## src/rtl/sfp_pkg.sv

```systemverilog
// Purpose: shared constants and types of the initiator fifo port
// Assumes: 16-bit registers in the low half of a 32-bit bus word
// Notes:   one-hot state codes, fixed packet length of eight words
package sfp_pkg;
  // ==========================================================
  // register map
  localparam logic [7:0]  OFS_CTRL   = 8'h00;
  localparam logic [7:0]  OFS_STAT   = 8'h04;
  localparam logic [7:0]  OFS_TGT    = 8'h08;
  localparam logic [7:0]  OFS_FIFO   = 8'h0C;
  localparam logic [15:0] CTRL_RST   = 16'h02F0;
  localparam logic [15:0] STAT_RST   = 16'h0001;
  localparam logic [15:0] TGT_RST    = 16'h0000;
  localparam int          CTRL_EN    = 0;
  localparam int          CTRL_BURST = 1;
  localparam int          CTRL_BYTE  = 2;
  localparam int          CTRL_NP    = 4;
  localparam int          CTRL_EP    = 8;
  localparam int          STAT_EMPTY = 0;
  localparam int          STAT_FULL  = 1;
  localparam int          STAT_ACT   = 2;
  localparam int          STAT_LAST  = 3;
  localparam int          STAT_INRQ  = 4;
  localparam int          STAT_OUTRQ = 5;
  // ==========================================================
  // link encodings and sizes
  localparam logic [1:0]  BE_WORD    = 2'b11;
  localparam logic [1:0]  BE_BYTE    = 2'b01;
  localparam logic [1:0]  CMD_READ   = 2'b01;
  localparam logic [1:0]  CMD_WRITE  = 2'b10;
  localparam int          DATA_W     = 16;
  localparam int          FIFO_D     = 8;
  localparam logic [3:0]  PKT_WORDS  = 4'h8;
  localparam logic [3:0]  ONE_WORD   = 4'h1;
  localparam logic [5:0]  PKT_BASE   = 6'h02;

  typedef enum logic [2:0]
  {
    ST_IDLE = 3'b001,
    ST_CMD  = 3'b010,
    ST_RSP  = 3'b100
  } sfp_state_t;
endpackage

```

## src/rtl/sfp_fifo_if.sv

```systemverilog
// Purpose: carrier between the port controller and its word fifo
// Assumes: single clock domain
// Notes:   vin/vout move the whole fifo at once
`timescale 1ns/1ps
interface sfp_fifo_if #(parameter int W = 16, parameter int D = 8);
  logic               push;
  logic               pop;
  logic               clr;
  logic               vload;
  logic [W-1:0]       wdata;
  logic [W-1:0]       rdata;
  logic [$clog2(D):0] count;
  logic [D*W-1:0]     vin;
  logic [D*W-1:0]     vout;
  modport ctl (output push, pop, clr, vload, wdata, vin,
               input rdata, count, vout);
  modport mem (input push, pop, clr, vload, wdata, vin,
               output rdata, count, vout);
endinterface

```

## src/rtl/sfp_fifo.sv

```systemverilog
// Purpose: eight-word flip-flop fifo with whole-vector load and view
// Assumes: depth is a power of two so pointers wrap naturally
// Notes:   clear wins over every other request
`timescale 1ns/1ps
module sfp_fifo
  import sfp_pkg::*;
#(
  parameter int W = DATA_W,
  parameter int D = FIFO_D
)
(
  // clock and reset
  input wire logic sys_clk,
  input wire logic rst_b,
  // storage side
  sfp_fifo_if.mem  f
);
  localparam int AW = $clog2(D);

  logic [W-1:0]  mem_r [D];
  logic [AW-1:0] wp_r;
  logic [AW-1:0] rp_r;
  logic [AW:0]   cnt_r;
  logic          do_push;
  logic          do_pop;

  assign do_push = f.push && (cnt_r != (AW+1)'(D));
  assign do_pop  = f.pop && (cnt_r != '0);
  assign f.count = cnt_r;
  assign f.rdata = mem_r[rp_r];

  // ==========================================================
  // pointers and level
  always_ff @(posedge sys_clk or negedge rst_b)
  begin
    if (!rst_b)
    begin
      wp_r  <= '0;
      rp_r  <= '0;
      cnt_r <= '0;
    end
    else if (f.clr)
    begin
      wp_r  <= '0;
      rp_r  <= '0;
      cnt_r <= '0;
    end
    else if (f.vload)
    begin
      wp_r  <= '0;
      rp_r  <= '0;
      cnt_r <= (AW+1)'(D);
    end
    else
    begin
      if (do_push)
        wp_r <= wp_r + 1'b1;
      if (do_pop)
        rp_r <= rp_r + 1'b1;
      if (do_push && !do_pop)
        cnt_r <= cnt_r + 1'b1;
      else if (do_pop && !do_push)
        cnt_r <= cnt_r - 1'b1;
    end
  end

  // ==========================================================
  // storage and vector view, oldest word in the low slice
  genvar i;
  generate
    for (i = 0; i < D; i++)
    begin : g_word
      always_ff @(posedge sys_clk or negedge rst_b)
      begin
        if (!rst_b)
          mem_r[i] <= '0;
        else if (f.vload)
          mem_r[i] <= f.vin[i*W +: W];
        else if (do_push && wp_r == AW'(i))
          mem_r[i] <= f.wdata;
      end
      assign f.vout[i*W +: W] = mem_r[AW'(rp_r + AW'(i))];
    end
  endgenerate
endmodule

```

## src/rtl/sfp_port.sv

```systemverilog
// Purpose: initiator bridge from the core's register bus to a basic
//          valid/acknowledge link target, through an 8-word fifo
// Assumes: link target runs on sys_clk; request pins are asynchronous
// Notes:   fifo data reads while enabled hold off ack until a word is present
`timescale 1ns/1ps
// How it works
// - mode fields change only while disabled
// - burst length is 2*(count+1) packets
// - byte enables 11 for word or burst, 01 single byte
// - burst select: single word or packets
// - idle until core touches the fifo
// - normal read issues one read, stalls core
// - normal write into empty fifo sends one write
// - target address drives link, locked while active
// - burst read refills empty fifo, stalls core
// - last word flag sets, write one clears
// - full fifo in burst write drains out
// - active flag follows transfers and fifo words
// - full and empty flags track fifo exactly
// - usb request levels shown in status
// - endpoint index selects indexed usb registers
// - vector port moves whole fifo at once
// - no error detection or error status
// - acts only as link initiator
module sfp_port
  import sfp_pkg::*;
(
  // clock and reset
  input  wire logic        sys_clk,
  input  wire logic        rst_b,
  // register bus
  input  wire logic        wb_cyc_i,
  input  wire logic        wb_stb_i,
  input  wire logic        wb_we_i,
  input  wire logic [7:0]  wb_adr_i,
  input  wire logic [3:0]  wb_sel_i,
  input  wire logic [31:0] wb_dat_i,
  output logic [31:0]      wb_dat_o,
  output logic             wb_ack_o,
  // link command
  output logic             vci_cmdval,
  input  wire logic        vci_cmdack,
  output logic [5:0]       vci_address,
  output logic [1:0]       vci_be,
  output logic [1:0]       vci_cmd,
  output logic [15:0]      vci_wdata,
  output logic             vci_eop,
  // link response
  input  wire logic        vci_rspval,
  output logic             vci_rspack,
  input  wire logic [15:0] vci_rdata,
  // usb cell side
  input  wire logic        usb_out_request,
  input  wire logic        usb_in_request,
  output logic [1:0]       endpoint_index,
  // vectored bus
  input  wire logic        vec_load,
  input  wire logic [127:0] vec_wdata,
  input  wire logic        vec_take,
  output logic [127:0]     vec_rdata,
  output logic             vec_load_ok,
  output logic             vec_take_ok
);
  sfp_fifo_if #(.W(DATA_W), .D(FIFO_D)) f ();

  sfp_fifo u_fifo
  (
    .sys_clk (sys_clk),
    .rst_b   (rst_b),
    .f       (f)
  );

  logic             en_r;
  logic             burst_r;
  logic             byte_r;
  logic [3:0]       np_r;
  logic [1:0]       ep_r;
  logic [5:0]       tgt_r;
  logic             last_r;
  sfp_state_t       state_r;
  logic             is_rd_r;
  logic [3:0]       len_r;
  logic [3:0]       cmd_cnt_r;
  logic [3:0]       rsp_cnt_r;
  logic [5:0]       pk_left_r;
  logic             rd_msg_r;
  logic [1:0]       rq_s1_r;
  logic [1:0]       rq_s2_r;
  logic [31:0]      dat_r;
  logic             ack_r;
  logic [7:0]       adr;
  logic             wb_req;
  logic             go;
  logic             acc;
  logic             bus_push;
  logic             bus_pop;
  logic             start_rd;
  logic             start_wr;
  logic             auto_rd;
  logic             auto_wr;
  logic             vload_go;
  logic             vtake_go;
  logic             cmd_fire;
  logic             rsp_fire;
  logic             f_empty;
  logic             f_full;
  logic             active;
  logic             last_set;
  logic             last_clr;
  logic             ctrl_wr;
  logic             rd_pop_last;

  assign adr     = {wb_adr_i[7:2], 2'b00};
  assign wb_req  = wb_cyc_i && wb_stb_i && !ack_r;
  assign f_empty = (f.count == '0);
  assign f_full  = (f.count == 4'(FIFO_D));
  assign acc     = wb_req && go;

  // ==========================================================
  // fifo port access decision
  always_comb
  begin
    go       = 1'b1;
    bus_push = 1'b0;
    bus_pop  = 1'b0;
    start_rd = 1'b0;
    start_wr = 1'b0;
    if (wb_req && adr == OFS_FIFO && en_r)
    begin
      if (!wb_we_i)
      begin
        if (!f_empty && (state_r == ST_IDLE || is_rd_r))
          bus_pop = 1'b1;
        else
        begin
          go = 1'b0;
          if (state_r == ST_IDLE && f_empty && !(burst_r && rd_msg_r))
            start_rd = 1'b1;
        end
      end
      else if (!burst_r)
      begin
        if (state_r != ST_IDLE)
          go = 1'b0;
        else if (f_empty)
        begin
          bus_push = 1'b1;
          start_wr = 1'b1;
        end
      end
      else if (!rd_msg_r)
      begin
        if (f_full)
          go = 1'b0;
        else
          bus_push = 1'b1;
      end
    end
  end

  assign auto_rd  = en_r && burst_r && rd_msg_r && state_r == ST_IDLE
                    && f_empty && pk_left_r != '0;
  assign auto_wr  = en_r && burst_r && !rd_msg_r && state_r == ST_IDLE
                    && f_full;
  assign vload_go = vec_load && en_r && burst_r && !rd_msg_r && f_empty
                    && state_r == ST_IDLE;
  assign vtake_go = vec_take && en_r && f_full && is_rd_r
                    && state_r == ST_IDLE;
  assign vec_load_ok = en_r && burst_r && !rd_msg_r && f_empty
                       && state_r == ST_IDLE;
  assign vec_take_ok = en_r && f_full && is_rd_r && state_r == ST_IDLE;
  assign vec_rdata   = f.vout;

  assign cmd_fire = vci_cmdval && vci_cmdack;
  assign rsp_fire = vci_rspval && vci_rspack && state_r != ST_IDLE;

  assign f.push  = bus_push || (rsp_fire && is_rd_r);
  assign f.wdata = bus_push ? wb_dat_i[15:0]
                 : (byte_r && !burst_r) ? {8'h00, vci_rdata[7:0]}
                 : vci_rdata;
  assign f.pop   = bus_pop || (cmd_fire && !is_rd_r);
  assign f.clr   = !en_r || vtake_go;
  assign f.vload = vload_go;
  assign f.vin   = vec_wdata;

  // ==========================================================
  // link command and response signalling
  assign vci_cmdval  = (state_r == ST_CMD);
  assign vci_address = tgt_r;
  assign vci_be      = (!burst_r && byte_r) ? BE_BYTE : BE_WORD;
  assign vci_cmd     = is_rd_r ? CMD_READ : CMD_WRITE;
  // reads push into the fifo while a command waits, so park write data
  assign vci_wdata   = is_rd_r ? 16'h0000 : f.rdata;
  assign vci_eop     = (cmd_cnt_r == len_r - 1'b1);
  // responses carry no error handling, target may answer at once
  assign vci_rspack  = 1'b1;

  // ==========================================================
  // transfer engine
  always_ff @(posedge sys_clk or negedge rst_b)
  begin
    if (!rst_b)
    begin
      state_r   <= ST_IDLE;
      is_rd_r   <= 1'b0;
      len_r     <= ONE_WORD;
      cmd_cnt_r <= '0;
      rsp_cnt_r <= '0;
    end
    else if (!en_r)
      state_r <= ST_IDLE;
    else
    begin
      if (cmd_fire)
        cmd_cnt_r <= cmd_cnt_r + 1'b1;
      if (rsp_fire)
        rsp_cnt_r <= rsp_cnt_r + 1'b1;
      unique case (state_r)
        ST_IDLE:
        begin
          if (start_rd || start_wr || auto_rd || auto_wr)
          begin
            state_r   <= ST_CMD;
            is_rd_r   <= start_rd || auto_rd;
            len_r     <= burst_r ? PKT_WORDS : ONE_WORD;
            cmd_cnt_r <= '0;
            rsp_cnt_r <= '0;
          end
        end
        ST_CMD:
        begin
          // command stays put until the target takes it
          if (cmd_fire && vci_eop)
            state_r <= ST_RSP;
        end
        ST_RSP:
        begin
          if (rsp_fire && rsp_cnt_r == len_r - 1'b1)
            state_r <= ST_IDLE;
        end
      endcase
    end
  end

  // ==========================================================
  // burst read message tracking
  assign rd_pop_last = rd_msg_r && pk_left_r == '0
                       && state_r == ST_IDLE
                       && ((bus_pop && f.count == 4'h1) || vtake_go);
  assign last_set    = rd_pop_last;

  always_ff @(posedge sys_clk or negedge rst_b)
  begin
    if (!rst_b)
    begin
      rd_msg_r  <= 1'b0;
      pk_left_r <= '0;
    end
    else if (!en_r || rd_pop_last)
      rd_msg_r <= 1'b0;
    else if (start_rd && burst_r)
    begin
      rd_msg_r  <= 1'b1;
      pk_left_r <= {1'b0, np_r, 1'b0} + PKT_BASE - 6'h01;
    end
    else if (auto_rd)
      pk_left_r <= pk_left_r - 6'h01;
  end

  // ==========================================================
  // control, target and status registers
  assign ctrl_wr  = acc && wb_we_i && adr == OFS_CTRL;
  assign last_clr = acc && wb_we_i && adr == OFS_STAT && wb_sel_i[0]
                    && wb_dat_i[STAT_LAST];
  assign active   = en_r && (state_r != ST_IDLE || rd_msg_r
                    || !f_empty);

  always_ff @(posedge sys_clk or negedge rst_b)
  begin
    if (!rst_b)
    begin
      en_r    <= CTRL_RST[CTRL_EN];
      burst_r <= CTRL_RST[CTRL_BURST];
      byte_r  <= CTRL_RST[CTRL_BYTE];
      np_r    <= CTRL_RST[CTRL_NP +: 4];
      ep_r    <= CTRL_RST[CTRL_EP +: 2];
    end
    else if (ctrl_wr)
    begin
      if (wb_sel_i[0])
      begin
        en_r <= wb_dat_i[CTRL_EN];
        if (!en_r)
        begin
          burst_r <= wb_dat_i[CTRL_BURST];
          byte_r  <= wb_dat_i[CTRL_BYTE];
          np_r    <= wb_dat_i[CTRL_NP +: 4];
        end
      end
      if (wb_sel_i[1])
        ep_r <= wb_dat_i[CTRL_EP +: 2];
    end
  end

  assign endpoint_index = ep_r;

  always_ff @(posedge sys_clk or negedge rst_b)
  begin
    if (!rst_b)
      tgt_r <= TGT_RST[5:0];
    else if (acc && wb_we_i && adr == OFS_TGT && wb_sel_i[0] && !active)
      tgt_r <= wb_dat_i[5:0];
  end

  // set wins over a clear in the same cycle
  always_ff @(posedge sys_clk or negedge rst_b)
  begin
    if (!rst_b)
      last_r <= STAT_RST[STAT_LAST];
    else if (last_set)
      last_r <= 1'b1;
    else if (last_clr)
      last_r <= 1'b0;
  end

  always_ff @(posedge sys_clk or negedge rst_b)
  begin
    if (!rst_b)
    begin
      rq_s1_r <= '0;
      rq_s2_r <= '0;
    end
    else
    begin
      rq_s1_r <= {usb_out_request, usb_in_request};
      rq_s2_r <= rq_s1_r;
    end
  end

  // ==========================================================
  // bus answer
  always_ff @(posedge sys_clk or negedge rst_b)
  begin
    if (!rst_b)
    begin
      ack_r <= 1'b0;
      dat_r <= '0;
    end
    else
    begin
      ack_r <= acc;
      if (acc && !wb_we_i)
      begin
        unique case (adr)
          OFS_CTRL: dat_r <= {16'h0000, 6'h00, ep_r, np_r, 1'b0,
                              byte_r, burst_r, en_r};
          OFS_STAT: dat_r <= {16'h0000, 10'h000, rq_s2_r, last_r,
                              active, f_full, f_empty};
          OFS_TGT:  dat_r <= {16'h0000, 10'h000, tgt_r};
          OFS_FIFO: dat_r <= {16'h0000, f.rdata};
          default:  dat_r <= '0;
        endcase
      end
    end
  end

  assign wb_ack_o = ack_r;
  assign wb_dat_o = dat_r;
endmodule

```

## config.mk

```make
export PLATFORM = sky130hd
export DESIGN_NAME = sfp_port
export DESIGN_NICKNAME = d
export VERILOG_FILES = /design/src/rtl/sfp_pkg.sv /design/src/rtl/sfp_fifo_if.sv /design/src/rtl/sfp_fifo.sv /design/src/rtl/sfp_port.sv
export SDC_FILE = /design/constraint.sdc
export NUM_CORES = 1
export LEC_CHECK = 0
export BUFFER_PORTS_ARGS = -buffer_cell sky130_fd_sc_hd__buf_4
export CAP_MARGIN = 20
export CORE_ASPECT_RATIO = 0.5
export CORE_MARGIN = 1
export CORE_UTILIZATION = 33
export DETAILED_ROUTE_END_ITERATION = 10
export GPL_TIMING_DRIVEN = 0
export PLACE_DENSITY_LB_ADDON = 0.12
export SYNTH_ARGS = -nofsm -noshare
export SYNTH_HDL_FRONTEND = slang
export SYNTH_SLANG_ARGS = --single-unit
export TNS_END_PERCENT = 50
```

## constraint.sdc

```tcl
create_clock -name sys_clk -period 3.65 [get_ports sys_clk]
set_input_delay 0.1825 -clock sys_clk [delete_from_list [all_inputs] [get_ports sys_clk]]
set_output_delay 0.1825 -clock sys_clk [all_outputs]
set_load 0.02 [all_outputs]
```

==> results.toml <==
[setup_path]
path_max_fanout = 10
cp_cell_sequence = "buf_2 > buf_1 > mux4_2 > mux2i_1 > inv_1 > buf_4"
critPathRequiredTime_ns = 3.47
critPathArrivalTime_ns = 3.52
r2r_slack_ns = 0.10
critical_path_class = "reg2out"
critPathMaxStageDelay_ns = 0.72
critPathSlowestCell = "mux2i_1"
end_kind = "output port"
cp-start-kind = "flop"

[route]
postRouteAntennaNets = 0
via_per_inst = 5.79
vias = 15600
drt_wl_total_um = 72600
drc_errors = 0
drt_pass1_iterations = 6
drtIter0Drc = 1593
wl_per_cell_um = 27.0

[cts]
tritoncts = "done"
clk_latency_ns = 0.48
htree_levels = 4
cts.reportedPaths.clkPinSlew_ns = 0.09
cts_buffer_depth = 2
numCtsBuffers = 17
cts_root_buf = "clkbuf_16"
cts.sinks = 196

[floorplanning]
io-pin-count = 393
num_rows = 54
initial_core_util_pct = 33.5
die_h_um = 151
die_w_um = 300
die_area_um2 = 45300
coreArea_um2 = 43700

[yosys]
synth_area_per_cell_um2 = 9.46
async_reset_ff_share_pct = 100
synth_cells = 1550
synth_cell_types = 70
ys_seq_area_share_pct = 33.5
synth_seq_cells = 196
synth_area_um2 = 14700
ys_warn_count = 0
synth_edf_count = 0
synthFlopType = "dfrtp_1"

[placed_design]
hpwl_um = 55100
gp_congestion = 0.972
place_worst_setup_slack_ns = -1.53
portBuffers = 353

[final_layout]
multiInputGateArea_um2 = 8690
num_antenna_cells = 0
area_growth_pct = 40.1
sequential_cell_area_um2 = 4910
post-route-util_pct = 47.0
nets = 2305
drive_gt1_share_pct = 33.1
fill_cells = 4318

[sta]
whs_ns = 0.0172
max_freq_mhz = 270
period_minus_slack_ns = 3.70
worstMarginPinSlew_ns = 1.16
fin_setup_tns_ns = -0.0537
rsz0062_at_grt = "yes"
final.setup.worst_slack_ns = -0.0537
finClkSkew_ns = 0.0136
slew_headroom_pct = 22.3
finalSetupViolations = 1
finalMaxSlewViolations = 0
period_share_pct = 101
hold_violations = 0

[run_status]
status = "finished, violations left"
violations = "negative setup slack"

[power]
p_per_area_nw_per_um2 = 244
vdd_drop_max_mv = 0.329
p_leak_nw = 8.93

[global_routing]
grt_pass1_wl_um = 102000
antenna_found_initial = 2
grt_use_total_pct = 31.4
grt_pass1_vias = 15200
grt_start_max_net_pins = 109
grt_overflow = 0

[min_path]
hold_class = "in2reg"

[flow_run]
maxCapViolations = 0
[layout by cell type (no fill, tap or decap), drive strengths merged, types with 18 or more instances in the layout]
cell type	count
o211ai	32
mux4	104
nand3	19
and3	19
nor2	46
conb	18
nand2	324
o221ai	130
dfrtp	189
mux2i	64
inv	152
a21oi	33
mux2	43
dlygate4sd3	140
buf	439
o21ai	117
clkbuf	84
[report_power, final]
group	internal (mW)	switching [mW]	total, mW	leakage, nW
Combinational	0.342	0.354	0.697	6.43
Clock	0.952	1.14	2.09	0.303
Sequential	2.20	0.0240	2.22	2.19
[area by class of cell]
type                    instances  area share (%)
plain buffers                 141            4.10
clock buffers                  17            2.07
clock inverters                15           0.993
inverters                     145            2.65
multi-input cells            1084            42.3
flip-flops and latches        196            23.9
well taps                     588            3.58
repair buffers                505            20.4
[kinds of logic after synthesis]
| family | share of synthesized area [%] |
|---|---|
| adders and majority gates | 1.37 |
| AOI/OAI and AO/OA | 17.8 |
| muxes | 23.6 |
| DFF | 33.5 |
| and+or+nand+nor | 13.8 |
| xor gates and xnor gates | 1.19 |
| buffers and inverters | 8.60 |
| other | 0.0512 |
[cells in the mapped netlist (3+ instances only)]
master,n,share of area (%)
a211oi_1,3,0.15
a21boi_0,8,0.41
a21oi_1,33,1.1
a22oi_1,9,0.46
a31o_2,4,0.24
and2_1,5,0.21
and3_1,19,0.81
buf_1,13,0.33
buf_2,33,1.1
buf_4,24,1.2
buf_6,6,0.46
clkbuf_1,64,1.6
dfrtp_1,189,32
dfstp_2,7,1.3
ha_1,16,1.4
inv_1,141,3.6
inv_2,3,0.077
mux2_2,43,3.3
mux2i_1,64,4.4
mux4_2,104,16
nand2_1,324,8.3
nand2b_1,7,0.30
nand3_1,13,0.44
nand3_2,5,0.34
nand4_1,8,0.34
nor2_1,45,1.2
nor3_1,6,0.20
nor3b_1,4,0.20
nor4_1,3,0.13
o211ai_1,32,1.6
o21ai_0,91,3.1
o21ai_1,19,0.65
o21ai_2,7,0.42
o221ai_1,120,7.2
o221ai_2,10,1.0
o31ai_1,8,0.41
xnor2_1,11,0.66
xor2_1,9,0.54
[critical path, delay by kind of cell, from the launching register on]
kind	cells	cell delay, ns
buf+inv	4	1.40
mux	2	1.18
flops	1	0.47
[per-layer routing]
metal	up-vias	routed length [um]	GRT usage, %
met5	-	13	0
met4	2	2840	12.3
met3	155	7910	9.61
met2	863	33200	49.5
met1	7828	28700	40.5
li1	6724	-	-
[worst paths after layout]
| kind | depth (start not counted) | to | from |
|---|---|---|---|
| setup / recovery | 6 | vec_rdata[6] | u_fifo.rp_r[0] |
| hold / removal | 4 | rsp_cnt_r[1] | vci_rspval |
| setup reg to reg | 9 | u_fifo.mem_r[27] | u_fifo.f.count[0] |
| hold reg to reg | 0 | rq_s2_r[0] | rq_s1_r[0] |
| max in group asynchronous | 3 | vci_address[2] | rst_b |
| min in group asynchronous | 2 | u_fifo.mem_r[23] | rst_b |
[repair_timing]
action                                  in CTS  in global routing
hold buffers                               140                  0
endpoints found under the hold margin      231                  0
gates cloned                                 0                  0
setup buffers                                0                  5
endpoints found under the setup margin      99                 93
gates resized for setup                     62                 36
pin swaps                                    0                  1
[registers in the layout, indices dropped and copies added (netlist names), 3 cells and up]
register / cells
wb_dat_o: 16
np_r: 4
cmd_cnt_r: 4
u_fifo.mem_r: 128
state_r: 3
u_fifo.wp_r: 3
vci_address: 6
u_fifo.rp_r: 3
u_fifo.f.count: 4
pk_left_r: 6
rsp_cnt_r: 4
[per-stage QoR]
stage                     power (mW)  area, um^2  instances
after global placement          2.82       18100       2507
final                           5.02       20500       2691
after CTS                       5.01       20400       2686
after detailed placement        2.83       18200       2514
after floorplan                 2.46       14700       1566
after global routing            5.14       20500       2691
No activity file was read; power rests on OpenSTA's default activity.
